===== config.mk =====
export PLATFORM = sky130hd
export DESIGN_NAME = sbds_mgmt_end_flat
export DESIGN_NICKNAME = d
export VERILOG_FILES = /design/src/sbds_pkg.sv /design/src/sbds_link_if.sv /design/src/sbds_mgmt_end.sv /design/src/flat_wrapper.sv
export SDC_FILE = /design/constraint.sdc
export NUM_CORES = 1
export LEC_CHECK = 0
export ABC_CLOCK_PERIOD_IN_PS = 4150
export BUFFER_PORTS_ARGS = -buffer_cell sky130_fd_sc_hd__buf_4
export CAP_MARGIN = 20
export CORE_ASPECT_RATIO = 0.75
export CORE_MARGIN = 1
export CORE_UTILIZATION = 61
export DETAILED_ROUTE_END_ITERATION = 8
export PLACE_DENSITY = 0.85
export SYNTH_ARGS = -nofsm -noshare
export SYNTH_HDL_FRONTEND = slang
export SYNTH_SLANG_ARGS = --single-unit

===== constraint.sdc =====
create_clock -name sys_clk -period 4.15 [get_ports sys_clk]
set_input_delay 0.2075 -clock sys_clk [delete_from_list [all_inputs] [get_ports sys_clk]]
set_output_delay 0.2075 -clock sys_clk [all_outputs]
set_load 0.01 [all_outputs]

===== src/sbds_pkg.sv =====
// shared constants and types of the sideband discovery sequencer
package sbds_pkg;
  // widths of ids and data on the link
  localparam int unsigned PKG_W = 3; // package id width
  localparam int unsigned CH_W = 2; // internal channel id width
  localparam int unsigned NUM_PKG = 8; // package ids probed
  localparam int unsigned NUM_CH = 4; // channel ids probed per package
  localparam int unsigned DATA_W = 8; // pass-through data width
  localparam int unsigned AEN_W = 4; // event notification code width
  // clock and timing
  localparam int unsigned CLK_PERIOD_NS = 5; // 200 MHz sys_clk
  localparam int unsigned PWRUP_US = 2000; // controller ready interval
  localparam int unsigned PWRUP_CYC =
    (PWRUP_US * 1000 + CLK_PERIOD_NS - 1) / CLK_PERIOD_NS;
  localparam int unsigned RSP_US = 50; // response time limit
  localparam int unsigned RSP_CYC = (RSP_US * 1000) / CLK_PERIOD_NS;
  localparam int unsigned TRIES = 3; // attempts before giving up
  // reset values
  localparam logic ARB_OK_RST = 1'b1; // arbitration assumed until denied
  // command codes on the control channel
  typedef enum logic [2:0] {
    CMD_CIS = 3'h0, // clear initial state, also the probe
    CMD_SELECT = 3'h1, // select package
    CMD_DESELECT = 3'h2, // deselect package
    CMD_GET_CAPS = 3'h3, // get capabilities
    CMD_AEN_EN = 3'h4, // enable event notifications
    CMD_ENABLE_CH = 3'h5 // enable channel
  } sbds_cmd_e;
endpackage : sbds_pkg


===== src/sbds_link_if.sv =====
// sideband link between the management end and a controller end
`timescale 1ns/1ps
interface sbds_link_if;
  import sbds_pkg::*;
  // control traffic, management to controller
  logic cmd_valid; // one-cycle command strobe
  sbds_cmd_e cmd_code; // command code
  logic [PKG_W-1:0] cmd_pkg; // target package id
  logic [CH_W-1:0] cmd_ch; // target channel id
  logic cmd_arb; // arbitration parameter of select
  // control traffic, controller to management
  logic rsp_valid; // one-cycle response strobe
  logic [PKG_W-1:0] rsp_pkg; // responding package id
  logic [CH_W-1:0] rsp_ch; // responding channel id
  logic rsp_arb; // arbitration supported and in use
  logic aen_valid; // one-cycle event notification
  logic [PKG_W-1:0] aen_pkg; // notifying package id
  logic [AEN_W-1:0] aen_code; // event code
  // pass-through traffic, kept apart from control
  logic pt_tx_valid; // management to network
  logic [DATA_W-1:0] pt_tx_data; // byte to network
  logic pt_rx_valid; // network to management
  logic [DATA_W-1:0] pt_rx_data; // byte from network
  modport mgmt (
    output cmd_valid, cmd_code, cmd_pkg, cmd_ch, cmd_arb,
    output pt_tx_valid, pt_tx_data,
    input rsp_valid, rsp_pkg, rsp_ch, rsp_arb,
    input aen_valid, aen_pkg, aen_code, pt_rx_valid, pt_rx_data
  );
  modport nc (
    input cmd_valid, cmd_code, cmd_pkg, cmd_ch, cmd_arb,
    input pt_tx_valid, pt_tx_data,
    output rsp_valid, rsp_pkg, rsp_ch, rsp_arb,
    output aen_valid, aen_pkg, aen_code, pt_rx_valid, pt_rx_data
  );
endinterface : sbds_link_if


===== src/sbds_mgmt_end.sv =====
// management end: discovers, queries, configures and enables channels
// Function
// - management side originates every command
// - controller events only when enabled
// - pass-through kept apart from control traffic
// - control traffic: commands, responses, events
// - known arbitration: discover with probe only
// - probe from lowest package and channel
// - channel silence ends that package's channels
// - silent channel zero means package absent
// - response marks channel and package present
// - query capabilities of every found channel
// - after discovery enable events then channels
// - arbitration allows any configuration order
// - unknown arbitration: learn it by query
// - unknown arbitration: deselect after each package
// - all controllers arbitrating means arbitration active
// - any refusal or silence means inactive
// - inactive: at most one package selected
// - inactive: select with arbitration disabled
// - wait ready interval before first command
// - retry silent commands, three tries total
`timescale 1ns/1ps
module sbds_mgmt_end import sbds_pkg::*; #(
  parameter int unsigned NPKG = NUM_PKG, // package ids to probe
  parameter int unsigned NCH = NUM_CH, // channel ids per package
  parameter int unsigned PWRUP_CYCLES = PWRUP_CYC, // ready wait
  parameter int unsigned RSP_CYCLES = RSP_CYC, // response timeout
  parameter int unsigned MAX_TRIES = TRIES // attempts per command
) (
  input wire logic sys_clk, // system clock
  input wire logic reset_n, // async reset, active low
  sbds_link_if.mgmt link, // sideband link
  input wire logic arb_known, // arbitration known to be in use
  input wire logic pt_out_valid, // byte for the network
  input wire logic [DATA_W-1:0] pt_out_data, // outgoing byte
  output logic pt_in_valid, // byte from the network
  output logic [DATA_W-1:0] pt_in_data, // incoming byte
  output logic aen_seen, // event notification pulse
  output logic [PKG_W-1:0] aen_pkg_seen, // notifying package
  output logic [AEN_W-1:0] aen_code_seen, // event code
  output logic done, // sequence finished
  output logic arb_active, // arbitration regarded active
  output logic [NPKG-1:0] pkg_present, // packages found
  output logic [NPKG*NCH-1:0] ch_present // channels found
);
  typedef enum logic [5:0] {
    S_PWR = 6'h01, // waiting out the ready interval
    S_SEND = 6'h02, // issuing the current command
    S_WAIT = 6'h04, // waiting for its response
    S_CFG = 6'h08, // picking the next package to configure
    S_CH = 6'h10, // picking the next channel to configure
    S_DONE = 6'h20 // inventory reported
  } sbds_mst_e;

  localparam logic [PKG_W-1:0] PKG_LAST = PKG_W'(NPKG - 1);
  localparam logic [CH_W-1:0] CH_LAST = CH_W'(NCH - 1);

  sbds_mst_e st, next_st; // sequencer state
  sbds_cmd_e cmd, next_cmd; // command in flight
  logic [PKG_W-1:0] pkg, next_pkg; // current package id
  logic [CH_W-1:0] ch, next_ch; // current channel id
  logic [3:0] tries, next_tries; // failed attempts so far
  logic [31:0] tmr, next_tmr; // wait and timeout counter
  logic cfg_phase, next_cfg_phase; // 0 discovery, 1 configuration
  logic [NPKG-1:0] arb_ok, next_arb_ok; // per package arbitration
  logic next_arb_active, next_done;
  logic [NPKG-1:0] next_pkg_present;
  logic [NPKG*NCH-1:0] next_ch_present;
  logic next_cmd_valid, next_cmd_arb; // link command fields
  sbds_cmd_e next_cmd_code;
  logic [PKG_W-1:0] next_cmd_pkg;
  logic [CH_W-1:0] next_cmd_ch;
  logic got, lost; // answer seen or attempts exhausted
  logic do_adv, do_pkg_end, do_ch_next, do_cfg_next; // step flags

  // flat inventory index of a package and channel
  function automatic int unsigned slot(input logic [PKG_W-1:0] p,
                                       input logic [CH_W-1:0] c);
    return 32'(p) * NCH + 32'(c);
  endfunction : slot

  // sequencer: one command outstanding at a time
  always_comb begin
    next_st = st;
    next_cmd = cmd;
    next_pkg = pkg;
    next_ch = ch;
    next_tries = tries;
    next_tmr = tmr;
    next_cfg_phase = cfg_phase;
    next_arb_ok = arb_ok;
    next_arb_active = arb_active;
    next_done = done;
    next_pkg_present = pkg_present;
    next_ch_present = ch_present;
    next_cmd_valid = 1'b0;
    next_cmd_code = link.cmd_code;
    next_cmd_pkg = link.cmd_pkg;
    next_cmd_ch = link.cmd_ch;
    next_cmd_arb = link.cmd_arb;
    got = 1'b0;
    lost = 1'b0;
    do_adv = 1'b0;
    do_pkg_end = 1'b0;
    do_ch_next = 1'b0;
    do_cfg_next = 1'b0;
    unique case (st)
      S_PWR: begin
        // nothing is sent before controllers can answer
        next_tmr = tmr + 32'h1;
        if (tmr >= PWRUP_CYCLES - 1) begin
          next_cmd = CMD_CIS;
          next_pkg = '0;
          next_ch = '0;
          next_st = S_SEND;
        end
      end
      S_SEND: begin
        // this end is the only initiator on the link
        next_cmd_valid = 1'b1;
        next_cmd_code = cmd;
        next_cmd_pkg = pkg;
        next_cmd_ch = ch;
        next_cmd_arb = 1'b0; // select always disables arbitration
        next_tmr = '0;
        next_st = S_WAIT;
      end
      S_WAIT: begin
        next_tmr = tmr + 32'h1;
        if (link.rsp_valid && link.rsp_pkg == pkg &&
            link.rsp_ch == ch) begin
          got = 1'b1;
          next_tries = '0;
        end else if (tmr >= RSP_CYCLES - 1) begin
          // same command again until the tries run out
          if (32'(tries) >= MAX_TRIES - 1) begin
            lost = 1'b1;
            next_tries = '0;
          end else begin
            next_tries = tries + 4'h1;
            next_st = S_SEND;
          end
        end
        if (got || lost) begin
          unique case (cmd)
            CMD_CIS: begin
              if (got) begin
                next_pkg_present[pkg] = 1'b1;
                next_ch_present[slot(pkg, ch)] = 1'b1;
                // query right away so no channel is skipped
                next_cmd = CMD_GET_CAPS;
                next_st = S_SEND;
              end else if (ch == '0) begin
                do_adv = 1'b1; // package id unpopulated
              end else begin
                do_pkg_end = 1'b1; // no further channels
              end
            end
            CMD_GET_CAPS: begin
              // silence counts as lacking arbitration
              next_arb_ok[pkg] = arb_ok[pkg] & got & link.rsp_arb;
              if (ch == CH_LAST) begin
                do_pkg_end = 1'b1;
              end else begin
                next_ch = ch + CH_W'(1); // probe upward
                next_cmd = CMD_CIS;
                next_st = S_SEND;
              end
            end
            CMD_DESELECT: begin
              if (cfg_phase) begin
                do_cfg_next = 1'b1;
              end else begin
                do_adv = 1'b1;
              end
            end
            CMD_SELECT: begin
              next_ch = '0;
              next_st = S_CH;
            end
            CMD_AEN_EN: begin
              next_cmd = CMD_ENABLE_CH; // events enabled, then channel enabled
              next_st = S_SEND;
            end
            CMD_ENABLE_CH: begin
              do_ch_next = 1'b1;
            end
            default: begin
              next_st = S_DONE; // corrupt command code
            end
          endcase
        end
      end
      S_CFG: begin
        if (!pkg_present[pkg]) begin
          do_cfg_next = 1'b1;
        end else if (!arb_active) begin
          next_cmd = CMD_SELECT; // one package at a time
          next_st = S_SEND;
        end else begin
          // with arbitration no select is needed
          next_ch = '0;
          next_st = S_CH;
        end
      end
      S_CH: begin
        if (ch_present[slot(pkg, ch)]) begin
          next_cmd = CMD_AEN_EN;
          next_st = S_SEND;
        end else begin
          do_ch_next = 1'b1;
        end
      end
      S_DONE: begin
        next_done = 1'b1;
      end
      default: begin
        next_st = S_DONE; // illegal state code
      end
    endcase
    // end of a package during discovery
    if (do_pkg_end) begin
      if (!arb_known) begin
        next_cmd = CMD_DESELECT;
        next_st = S_SEND;
      end else begin
        do_adv = 1'b1; // probe only, no select or deselect
      end
    end
    // next package id during discovery
    if (do_adv) begin
      next_ch = '0;
      if (pkg == PKG_LAST) begin
        // last id tried: settle arbitration, start configuring
        next_arb_active = arb_known || ((|next_pkg_present) &&
          (&(next_arb_ok | ~next_pkg_present)));
        next_cfg_phase = 1'b1;
        next_pkg = '0;
        next_st = S_CFG;
      end else begin
        next_pkg = pkg + PKG_W'(1);
        next_cmd = CMD_CIS;
        next_st = S_SEND;
      end
    end
    // next channel during configuration
    if (do_ch_next) begin
      if (ch != CH_LAST) begin
        next_ch = ch + CH_W'(1);
        next_st = S_CH;
      end else if (!arb_active) begin
        next_cmd = CMD_DESELECT; // free the bus for the next
        next_st = S_SEND;
      end else begin
        do_cfg_next = 1'b1;
      end
    end
    // next package during configuration
    if (do_cfg_next) begin
      next_ch = '0;
      if (pkg == PKG_LAST) begin
        next_st = S_DONE;
      end else begin
        next_pkg = pkg + PKG_W'(1);
        next_st = S_CFG;
      end
    end
  end

  // sequencer registers
  always_ff @(posedge sys_clk or negedge reset_n) begin
    if (!reset_n) begin
      st <= S_PWR;
      cmd <= CMD_CIS;
      pkg <= '0;
      ch <= '0;
      tries <= '0;
      tmr <= '0;
      cfg_phase <= 1'b0;
      arb_ok <= {NPKG{ARB_OK_RST}};
      arb_active <= 1'b0;
      done <= 1'b0;
      pkg_present <= '0;
      ch_present <= '0;
      link.cmd_valid <= 1'b0;
      link.cmd_code <= CMD_CIS;
      link.cmd_pkg <= '0;
      link.cmd_ch <= '0;
      link.cmd_arb <= 1'b0;
    end else begin
      st <= next_st;
      cmd <= next_cmd;
      pkg <= next_pkg;
      ch <= next_ch;
      tries <= next_tries;
      tmr <= next_tmr;
      cfg_phase <= next_cfg_phase;
      arb_ok <= next_arb_ok;
      arb_active <= next_arb_active;
      done <= next_done;
      pkg_present <= next_pkg_present;
      ch_present <= next_ch_present;
      link.cmd_valid <= next_cmd_valid;
      link.cmd_code <= next_cmd_code;
      link.cmd_pkg <= next_cmd_pkg;
      link.cmd_ch <= next_cmd_ch;
      link.cmd_arb <= next_cmd_arb;
    end
  end

  // pass-through and events bypass the sequencer entirely
  always_ff @(posedge sys_clk or negedge reset_n) begin
    if (!reset_n) begin
      link.pt_tx_valid <= 1'b0;
      link.pt_tx_data <= '0;
      pt_in_valid <= 1'b0;
      pt_in_data <= '0;
      aen_seen <= 1'b0;
      aen_pkg_seen <= '0;
      aen_code_seen <= '0;
    end else begin
      link.pt_tx_valid <= pt_out_valid;
      link.pt_tx_data <= pt_out_data;
      pt_in_valid <= link.pt_rx_valid;
      pt_in_data <= link.pt_rx_data;
      aen_seen <= link.aen_valid;
      aen_pkg_seen <= link.aen_pkg;
      aen_code_seen <= link.aen_code;
    end
  end
endmodule : sbds_mgmt_end


===== src/flat_wrapper.sv =====
// flat-port wrapper written by rule: the top's interface ports become plain ports
module sbds_mgmt_end_flat import sbds_pkg::*;
#(
  parameter int unsigned NPKG = NUM_PKG,                        
  parameter int unsigned NCH = NUM_CH,                           
  parameter int unsigned PWRUP_CYCLES = PWRUP_CYC,              
  parameter int unsigned RSP_CYCLES = RSP_CYC,                    
  parameter int unsigned MAX_TRIES = TRIES                        
)
  (sys_clk, reset_n, arb_known, pt_out_valid, pt_out_data, pt_in_valid, pt_in_data, aen_seen, aen_pkg_seen, aen_code_seen, done, arb_active, pkg_present, ch_present, link_cmd_valid, link_cmd_code, link_cmd_pkg, link_cmd_ch, link_cmd_arb, link_pt_tx_valid, link_pt_tx_data, link_rsp_valid, link_rsp_pkg, link_rsp_ch, link_rsp_arb, link_aen_valid, link_aen_pkg, link_aen_code, link_pt_rx_valid, link_pt_rx_data);
  sbds_link_if link_i ();
  input wire logic sys_clk;
  input wire logic reset_n;
  input wire logic arb_known;
  input wire logic pt_out_valid;
  input wire logic [DATA_W-1:0] pt_out_data;
  output logic pt_in_valid;
  output logic [DATA_W-1:0] pt_in_data;
  output logic aen_seen;
  output logic [PKG_W-1:0] aen_pkg_seen;
  output logic [AEN_W-1:0] aen_code_seen;
  output logic done;
  output logic arb_active;
  output logic [NPKG-1:0] pkg_present;
  output logic [NPKG*NCH-1:0] ch_present;
  output wire logic [$bits(link_i.cmd_valid)-1:0] link_cmd_valid;
  output wire logic [$bits(link_i.cmd_code)-1:0] link_cmd_code;
  output wire logic [$bits(link_i.cmd_pkg)-1:0] link_cmd_pkg;
  output wire logic [$bits(link_i.cmd_ch)-1:0] link_cmd_ch;
  output wire logic [$bits(link_i.cmd_arb)-1:0] link_cmd_arb;
  output wire logic [$bits(link_i.pt_tx_valid)-1:0] link_pt_tx_valid;
  output wire logic [$bits(link_i.pt_tx_data)-1:0] link_pt_tx_data;
  input wire logic [$bits(link_i.rsp_valid)-1:0] link_rsp_valid;
  input wire logic [$bits(link_i.rsp_pkg)-1:0] link_rsp_pkg;
  input wire logic [$bits(link_i.rsp_ch)-1:0] link_rsp_ch;
  input wire logic [$bits(link_i.rsp_arb)-1:0] link_rsp_arb;
  input wire logic [$bits(link_i.aen_valid)-1:0] link_aen_valid;
  input wire logic [$bits(link_i.aen_pkg)-1:0] link_aen_pkg;
  input wire logic [$bits(link_i.aen_code)-1:0] link_aen_code;
  input wire logic [$bits(link_i.pt_rx_valid)-1:0] link_pt_rx_valid;
  input wire logic [$bits(link_i.pt_rx_data)-1:0] link_pt_rx_data;
  assign link_cmd_valid = link_i.cmd_valid;
  assign link_cmd_code = link_i.cmd_code;
  assign link_cmd_pkg = link_i.cmd_pkg;
  assign link_cmd_ch = link_i.cmd_ch;
  assign link_cmd_arb = link_i.cmd_arb;
  assign link_pt_tx_valid = link_i.pt_tx_valid;
  assign link_pt_tx_data = link_i.pt_tx_data;
  assign link_i.rsp_valid = link_rsp_valid;
  assign link_i.rsp_pkg = link_rsp_pkg;
  assign link_i.rsp_ch = link_rsp_ch;
  assign link_i.rsp_arb = link_rsp_arb;
  assign link_i.aen_valid = link_aen_valid;
  assign link_i.aen_pkg = link_aen_pkg;
  assign link_i.aen_code = link_aen_code;
  assign link_i.pt_rx_valid = link_pt_rx_valid;
  assign link_i.pt_rx_data = link_pt_rx_data;
  sbds_mgmt_end #(.NPKG(NPKG), .NCH(NCH), .PWRUP_CYCLES(PWRUP_CYCLES), .RSP_CYCLES(RSP_CYCLES), .MAX_TRIES(MAX_TRIES)) u_core (.sys_clk(sys_clk), .reset_n(reset_n), .link(link_i), .arb_known(arb_known), .pt_out_valid(pt_out_valid), .pt_out_data(pt_out_data), .pt_in_valid(pt_in_valid), .pt_in_data(pt_in_data), .aen_seen(aen_seen), .aen_pkg_seen(aen_pkg_seen), .aen_code_seen(aen_code_seen), .done(done), .arb_active(arb_active), .pkg_present(pkg_present), .ch_present(ch_present));
endmodule

==> implementation parameters, run 1 <==
Parameter                              Value

Synthesis
  Main combinational cell family by area after synthesis ... simple AND/OR/NAND/NOR gates
  Distinct cell type count after synthesis ... 83
  Area fraction in and, or, nand and nor cells after synthesis ... 0.202
  Mean area per synthesized cell ... 10.3 sq um
  Most used standard cells in the synthesized netlist ... sky130_fd_sc_hd__dfrtp_1, sky130_fd_sc_hd__nand2_1, sky130_fd_sc_hd__nor2_1, sky130_fd_sc_hd__o21ai_0, sky130_fd_sc_hd__nand3_1
  Portion of netlist area occupied by mux cells ... 0.0592
  Yosys warnings ... 0
  Cells after Synth ... 668
  Cell type contributing the most total cell area after synthesis ... sky130_fd_sc_hd__dfrtp_1
  Flip-flop cell with the highest count after synthesis ... sky130_fd_sc_hd__dfrtp_1
  Number of synthesized flops with an enable pin ... 0
  Most frequent cell after synthesis ... sky130_fd_sc_hd__dfrtp_1
  Part of the Yosys area used for sequential elements ... 0.497
  Post-synthesis adder-cell area fraction ... 0.0200
  Parity-gate share of the synthesized area counting xor and xnor cells ... 0.00893
  Mapped Area ... between 0.006 and 0.007 sq mm
  Area fraction in compound gates after synthesis ... 0.175
  Synthesized netlist net count ... 715
  Count of state elements after synthesis ... 136
  Share of Yosys cell area claimed by the top area cell type ... 0.463
  Post-synth ARST share ... 1.00
  Leading post-synthesis cells by cell area ... sky130_fd_sc_hd__dfrtp_1, sky130_fd_sc_hd__nand2_1, sky130_fd_sc_hd__a21o_1, sky130_fd_sc_hd__dfstp_2, sky130_fd_sc_hd__o21ai_0

Placement
  Post-detailed-placement half-perimeter wirelength ... roughly 14,000 um
  Count of input and output buffers ... between 100 and 150
  Area after detailed placement ... roughly 0.0078 sq mm
  Placement-stage worst setup slack ... 985 ps
  Routability congestion estimate ... 0.949

Pwr
  Cell Int Power ... 2.20 mW
  Final Total Pwr ... between 2 and 3 mW
  Cell leakage power ... 4.24 nW
  Pwr per Cell Area ... ~340 mW/mm^2
  Combinational Power Share ... 0.038
  Clock power frac ... 0.503
  Switching power total ... approximately 730 uW
  Sw frac ... 0.248
  Part of the power in registers ... 0.459
  Worst vdd rail ir drop ... about 0.00034 V

Detailed routing
  Drt pass-1 iters ... 7
  Via count normalized by instance count ... approximately 6.7
  Count of antenna-violating nets left after detailed routing ... 0
  Routed vias ... 6,369
  Total Wirelength ... ~22,000 um
  Final routed wire length divided by cell count ... 23.5 um
  Number of remaining DRC errors ... 0
  1st-iter DRT viols ... between 800 and 900

Cells and area
  Post-layout net count ... 848
  Layout-stage area growth over the synthesis result ... 25.7%
  Antenna diodes ... 0
  Layout fillers ... 624
  Proportion of layout cells with a drive suffix above 1 ... 0.254
  Final instance area ... about 0.0086 sq mm
  Utilization of the core after routing ... 0.789

Clocking
  TritonCTS clock tree ... done
  Post-CTS repair timing setup buffer count ... 0
  # clock sinks ... 136
  Buffer levels on the longest clock path ... 2
  Reg clk slew, reported paths ... around 60 ps
  Clock Latency Late Sink ... 430 ps
  Total number of H-tree levels ... 4
  Library cell used as clock root buffer ... sky130_fd_sc_hd__clkbuf_16
  CTS Buf Count ... 17

Setup path
  Arrival @ worst endpoint ... 3530 ps
  Type of origin of the critical path ... register
  Crit Path Max Fanout ... 14
  Setup crit end kind ... register
  Critical path start-end classification ... register to register
  Required @ worst endpoint ... 4440 ps

STA
  RSZ-0062 raised after global routing ... false
  Final Hold Violating Endpoints ... 0
  Max frequency ... slightly above 300 MHz
  Pins Over Slew Limit ... 0
  Min cycle time layout ... 3240 ps
  Final setup fails ... 0
  Final setup margin ... about 900 ps
  Worst slew margin relative to its limit ... 0.335
  Clock tree skew after final layout ... 13.2 ps
  Share of the cycle needed by the critical path after routing ... 0.780
  Accumulated negative setup slack ... 0 ps
  Tightest Pin Transition ... between 900 and 1000 ps

Floorplan
  Placeable core region ... 0.0109 sq mm
  Top Ports ... 114
  Initial Util ... 0.628
  Row cnt ... 33
  Width of the die ... ~120 um
  Chip Height ... 93.9 um
  Die area ... 0.0117 sq mm

Status
  Run status ... completed

Global routing
  Number of global-route vias before repair ... 6,081
  Wire length of the first global-routing pass ... 34,300 um
  Antenna violations before repair ... 0
  Remaining global-route overflow ... 0
  Pin count of the biggest net entering global routing ... 78
  Combined global-route utilization of all metal layers ... 0.391

Hold path
  Type of the worst min-delay path ... input pin to register

Run
  Number of maximum-capacitance constraint violations ... 0
metal layers:
metal | global-route usage | routed length [um] | up-vias
met4 | 0.174 | 635 | 0
met3 | 0.110 | 2490 | 60
met2 | 0.575 | 10000 | 485
met1 | 0.543 | 9230 | 3114
met5 | 0 | 0 | -
li1 | - | - | 2710
final cells by class:
| type | instances | area (sq um) | share of cell area |
|---|---|---|---|
| Sequential cell | 136 | 3410 | 0.396 |
| Multi-Input combinational cell | 473 | 3200 | 0.371 |
| Timing Repair Buffer | 149 | 1190 | 0.137 |
| Clock buffer | 18 | 439 | 0.0509 |
| Tap cell | 140 | 175 | 0.0203 |
| Clock inverter | 14 | 128 | 0.0148 |
| Inverter | 24 | 90.1 | 0.0104 |
cells by family (layout without fill, tap and decap cells):
logic type      after synthesis  in the layout
flops                       136            136
other cells                   1              1
mux                          30             30
xor+xnor                      7              7
simple gates                256            256
fa+ha+maj                    11             11
buf+inv                      59            205
compound gates              168            168
through the flow:
step | hold WS [ps] | cells
final | 137 | 954
after CTS | 117 | 954
after global routing | 165 | 954
after floorplan | -88.1 | 668
after detailed placement | 318 | 895
after global placement | 317 | 895
power by group through the flow:
stage	Combinational [mW]	Clock (mW)	Sequential [mW]
after global placement	0.0858	0	1.37
after floorplan	0.00552	0	1.37
final	0.112	1.47	1.34
after detailed placement	0.0883	0	1.37
after CTS	0.109	1.47	1.34
after global routing	0.121	1.53	1.34
critical path, cell delays in order, from the launching register on:
cell	delay, ps
sky130_fd_sc_hd__dfrtp_1	810
sky130_fd_sc_hd__xnor2_1	190
sky130_fd_sc_hd__nand4_1	150
sky130_fd_sc_hd__or4b_1	880
sky130_fd_sc_hd__nor3_2	550
sky130_fd_sc_hd__or2_2	230
sky130_fd_sc_hd__a222oi_1	80
sky130_fd_sc_hd__nand4_1	150
sky130_fd_sc_hd__a22oi_1	70
timing repair:
action                    CTS  global route
gates resized for setup     0             0
hold buffers               27             0
hold endpoints to repair   80             0
sequential cells by signal, summed over array words and instances (netlist names), 3 cells and up:
signal and count:
u_core.pkg_present 8, u_core.arb_ok 8, u_core.aen_code_seen 4, u_core.link.cmd_pkg 3, u_core.aen_pkg_seen 3, u_core.tries 4, u_core.link.pt_tx_data 8, u_core.st 6
u_core.pt_in_data 8, u_core.cmd 3, u_core.tmr 32, u_core.pkg 3, u_core.link.cmd_code 3, u_core.ch_present 32
cell usage in the layout, fill, tap and decap left out, types with 6 or more instances in the layout:
master / instances
sky130_fd_sc_hd__dfrtp_1: 127
sky130_fd_sc_hd__buf_4: 122
sky130_fd_sc_hd__nand2_1: 73
sky130_fd_sc_hd__nor2_1: 45
sky130_fd_sc_hd__o21ai_0: 42
sky130_fd_sc_hd__nand3_1: 39
sky130_fd_sc_hd__a21o_1: 33
sky130_fd_sc_hd__dlygate4sd3_1: 27
sky130_fd_sc_hd__inv_1: 24
sky130_fd_sc_hd__a21oi_1: 20
sky130_fd_sc_hd__nor3_1: 17
sky130_fd_sc_hd__mux2i_1: 17
sky130_fd_sc_hd__clkbuf_16: 17
sky130_fd_sc_hd__ha_1: 11
sky130_fd_sc_hd__nand4_1: 10
sky130_fd_sc_hd__dfstp_2: 9
sky130_fd_sc_hd__mux4_2: 8
sky130_fd_sc_hd__or2_2: 7
sky130_fd_sc_hd__o211ai_1: 7
sky130_fd_sc_hd__nor4_1: 6
sky130_fd_sc_hd__xnor2_1: 6
sky130_fd_sc_hd__o41ai_1: 6
path summary, 6_finish.rpt:
kind | start | end | slack (ps) | depth (start not counted)
hold reg to reg | u_core.done$_DFFE_PN0N_ | u_core.done$_DFFE_PN0N_ | 490 | 1
hold / removal | arb_known | u_core.arb_active$_DFFE_PN0P_ | 140 | 3
min in group asynchronous | reset_n | u_core.tmr[0]$_DFFE_PN0P_ | 480 | 2
max in group asynchronous | reset_n | u_core.st[0]$_DFF_PN1_ | 2600 | 3
setup / recovery | u_core.ch[0]$_DFF_PN0_ | u_core.arb_active$_DFFE_PN0P_ | 910 | 8
setup reg to reg | u_core.ch[0]$_DFF_PN0_ | u_core.arb_active$_DFFE_PN0P_ | 910 | 8
Power figures use the tool's default switching activity.
==> run 2: changes to the inputs <==
--- a/config.mk
+++ b/config.mk
@@ -5,14 +5,14 @@
 export SDC_FILE = /design/constraint.sdc
 export NUM_CORES = 1
 export LEC_CHECK = 0
-export ABC_CLOCK_PERIOD_IN_PS = 4150
+export ABC_CLOCK_PERIOD_IN_PS = 3300
 export BUFFER_PORTS_ARGS = -buffer_cell sky130_fd_sc_hd__buf_4
 export CAP_MARGIN = 20
 export CORE_ASPECT_RATIO = 0.75
 export CORE_MARGIN = 1
-export CORE_UTILIZATION = 61
+export CORE_UTILIZATION = 57
 export DETAILED_ROUTE_END_ITERATION = 8
-export PLACE_DENSITY = 0.85
+export PLACE_DENSITY = 0.81
 export SYNTH_ARGS = -nofsm -noshare
 export SYNTH_HDL_FRONTEND = slang
 export SYNTH_SLANG_ARGS = --single-unit
==> constraint.sdc (replaced) <==
create_clock -name sys_clk -period 3.3 [get_ports sys_clk]
set_input_delay 0.165 -clock sys_clk [delete_from_list [all_inputs] [get_ports sys_clk]]
set_output_delay 0.165 -clock sys_clk [all_outputs]
set_load 0.01 [all_outputs]
==> implementation parameters, run 2 (synthesis results as in run 1) <==
Parameter                              Value

Placement
  Routability congestion estimate ... 0.980 (+3.3%)
  Count of input and output buffers ... 112 (unchanged)
  Post-detailed-placement half-perimeter wirelength ... 14,200 um (-0.69%)

Detailed routing
  1st-iter DRT viols ... 586 (-27%)
  Total Wirelength ... 21,600 um (-3.5%)
  Via count normalized by instance count ... 6.32 (-5.3%)
  Routed vias ... 6,227 (-2.2%)
  Drt pass-1 iters ... 7 (unchanged)
  Count of antenna-violating nets left after detailed routing ... 0 (unchanged)
  Number of remaining DRC errors ... 0 (unchanged)
  Final routed wire length divided by cell count ... 21.9 um (-6.5%)

Setup path
  Reg-to-reg endpoint ... u_core.arb_active$_DFFE_PN0P_
  Arrival @ worst endpoint ... 3350 ps (-180 ps)
  Launch point of the critical path ... u_core.st[1]$_DFF_PN0_
  Launch instance of the worst register-to-register path ... u_core.st[1]$_DFF_PN0_
  Setup crit end kind ... register
  Worst setup path end ... u_core.arb_active$_DFFE_PN0P_
  Critical path start-end classification ... register to register
  Required @ worst endpoint ... 3590 ps (-850 ps)
  Crit Path Max Fanout ... 10 (-4)
  Type of origin of the critical path ... register
  Minimum setup slack among reg-to-reg paths ... 240 ps (-670 ps)
  Worst Reg-to-Reg Cells ... 8 (unchanged)

STA
  Final Hold Violating Endpoints ... 0 (unchanged)
  Accumulated negative setup slack ... 0 ps (unchanged)
  Worst slew margin relative to its limit ... 0.475 (+0.139)
  Tightest Pin Transition ... 788 ps (-209 ps)
  Clock tree skew after final layout ... 15.5 ps (+2.36 ps)
  RSZ-0062 raised after global routing ... false
  Pins Over Slew Limit ... 0 (unchanged)
  Final setup fails ... 0 (unchanged)
  Share of the cycle needed by the critical path after routing ... 0.927 (+0.147)
  Min cycle time layout ... 3060 ps (-179 ps)
  Max frequency ... 327 MHz (+5.9%)

Cells and area
  Biggest regs ... u_core.ch_present x32, u_core.tmr x32
  Proportion of layout cells with a drive suffix above 1 ... 0.262 (+0.00815)
  Most frequent cells in the layout ... sky130_fd_sc_hd__buf_4, sky130_fd_sc_hd__dfrtp_1, sky130_fd_sc_hd__nand2_1
  Post-layout net count ... 857 (+1.1%)
  Antenna diodes ... 0 (unchanged)
  Commonest non-fill, non-tap cell in the layout ... sky130_fd_sc_hd__buf_4
  Layout-stage area growth over the synthesis result ... 27.3%
  Layout fillers ... 799 (+28%)

Clocking
  Reg clk slew, reported paths ... 70 ps (about the same)
  Clock Latency Late Sink ... 420 ps (about the same)
  TritonCTS clock tree ... done
  Library cell used as clock root buffer ... sky130_fd_sc_hd__clkbuf_16
  Number of buffers inserted by hold repair at cts ... 27 (unchanged)
  Post-CTS repair timing setup buffer count ... 0 (unchanged)
  Total number of H-tree levels ... 4 (unchanged)
  # clock sinks ... 136 (unchanged)
  Buffer levels on the longest clock path ... 2 (unchanged)
  CTS Buf Count ... 17 (unchanged)
  Quantity of gates resized following cts ... 0 (unchanged)

Floorplan
  Row cnt ... 34 (+3.0%)
  Initial Util ... 0.589 (-0.0385)
  Top Ports ... 114 (unchanged)
  Width of the die ... 129 um (+3.4%)
  Die area ... 0.0125 sq mm (+6.9%)
  Chip Height ... 97.1 um (+3.4%)
  Placeable core region ... 0.0117 sq mm (+6.5%)

Global routing
  Global Route met1 Usage ... 0.529 (-0.0137)
  Remaining global-route overflow ... 0 (unchanged)
  Global route hottest layer ... met2
  Pin count of the biggest net entering global routing ... 89 (+14%)
  Combined global-route utilization of all metal layers ... 0.372 (-0.0198)
  M3 GR Usage ... 0.115 (+0.00406)
  Number of global-route vias before repair ... 6,191 (+1.8%)
  Antenna violations before repair ... 0 (unchanged)
  Met2 GRT Util ... 0.550 (-0.0254)
  Wire length of the first global-routing pass ... 34,800 um (+1.2%)

Pwr
  Worst vdd rail ir drop ... 0.000379 V (+11%)
  Final Total Pwr ... 3.71 mW (+27%)
  Cell leakage power ... 4.30 nW (+1.6%)
  Pwr per Cell Area ... 424 mW/mm^2 (+25%)

Status
  Run status ... completed

Run
  Number of maximum-capacitance constraint violations ... 0 (unchanged)

Hold path
  Type of the worst min-delay path ... input pin to register
[run 2: cell types whose count changed in the layout (fill, tap and decap cells not counted)]
cell                         change
sky130_fd_sc_hd__clkinv_2        +1
sky130_fd_sc_hd__buf_6           +1
sky130_fd_sc_hd__buf_4           +7
sky130_fd_sc_hd__clkbuf_8        -1
sky130_fd_sc_hd__clkinvlp_4      -3
sky130_fd_sc_hd__inv_8           +3
sky130_fd_sc_hd__buf_12          +1
[run 2: layout make-up]
cell class	instances	area, sq um	area share
Clock buffer	17	425	0.0486
Timing Repair Buffer	158	1270	0.145
Sequential cell	136	3410	0.390
Clock inverter	15	144	0.0165
Tap cell	162	203	0.0232
Inverter	24	90.1	0.0103
Multi-Input combinational cell	473	3200	0.366
[run 2: worst min-delay path by stage]
stage | endpoint | startpoint | slack, ps | depth (start not counted)
2_1_floorplan | u_core.aen_code_seen[0]$_DFF_PN0_ | reset_n | -130 | 0
3_5_place_dp | u_core.tmr[6]$_DFFE_PN0P_ | reset_n | 270 | 1
6_report | u_core.arb_active$_DFFE_PN0P_ | arb_known | 150 | 3
4_1_cts | u_core.arb_active$_DFFE_PN0P_ | arb_known | 120 | 3
3_3_place_gp | u_core.tmr[6]$_DFFE_PN0P_ | reset_n | 260 | 1
5_1_grt | u_core.arb_active$_DFFE_PN0P_ | arb_known | 190 | 3
[run 2: power by group]
part / switching [mW] / internal, mW
Clock: 0.870 / 1.01
Combinational: 0.0681 / 0.0722
Sequential: 0.00694 / 1.68
[run 2: stage by stage]
| stage | cell area, sq um | std cells | hold slack, ps | util | setup WS (ps) |
|---|---|---|---|---|---|
| after floorplan | 6870 | 668 | -131 | - | 918 |
| after global placement | 7910 | 926 | 256 | 0.678 | 463 |
| after detailed placement | 7910 | 926 | 270 | 0.678 | 334 |
| after CTS | 8750 | 985 | 125 | 0.750 | 319 |
| after global routing | 8750 | 985 | 191 | 0.750 | 86.3 |
| final | 8750 | 985 | 151 | 0.750 | 241 |
[run 2: worst max-delay path: stages, from the launching register on]
cell                       delay (ps)
sky130_fd_sc_hd__dfrtp_1          520
sky130_fd_sc_hd__nor4_4           460
sky130_fd_sc_hd__nand2_2          160
sky130_fd_sc_hd__or4b_1           810
sky130_fd_sc_hd__nor3_4           460
sky130_fd_sc_hd__or2_2            190
sky130_fd_sc_hd__a222oi_1          90
sky130_fd_sc_hd__nand4_1          150
sky130_fd_sc_hd__a22oi_1           70
[run 2: layer usage]
metal | share of wire | up-vias
met5 | 0 | -
met4 | 0.015 | 0
met3 | 0.11 | 35
met2 | 0.46 | 390
met1 | 0.42 | 3082
li1 | - | 2720
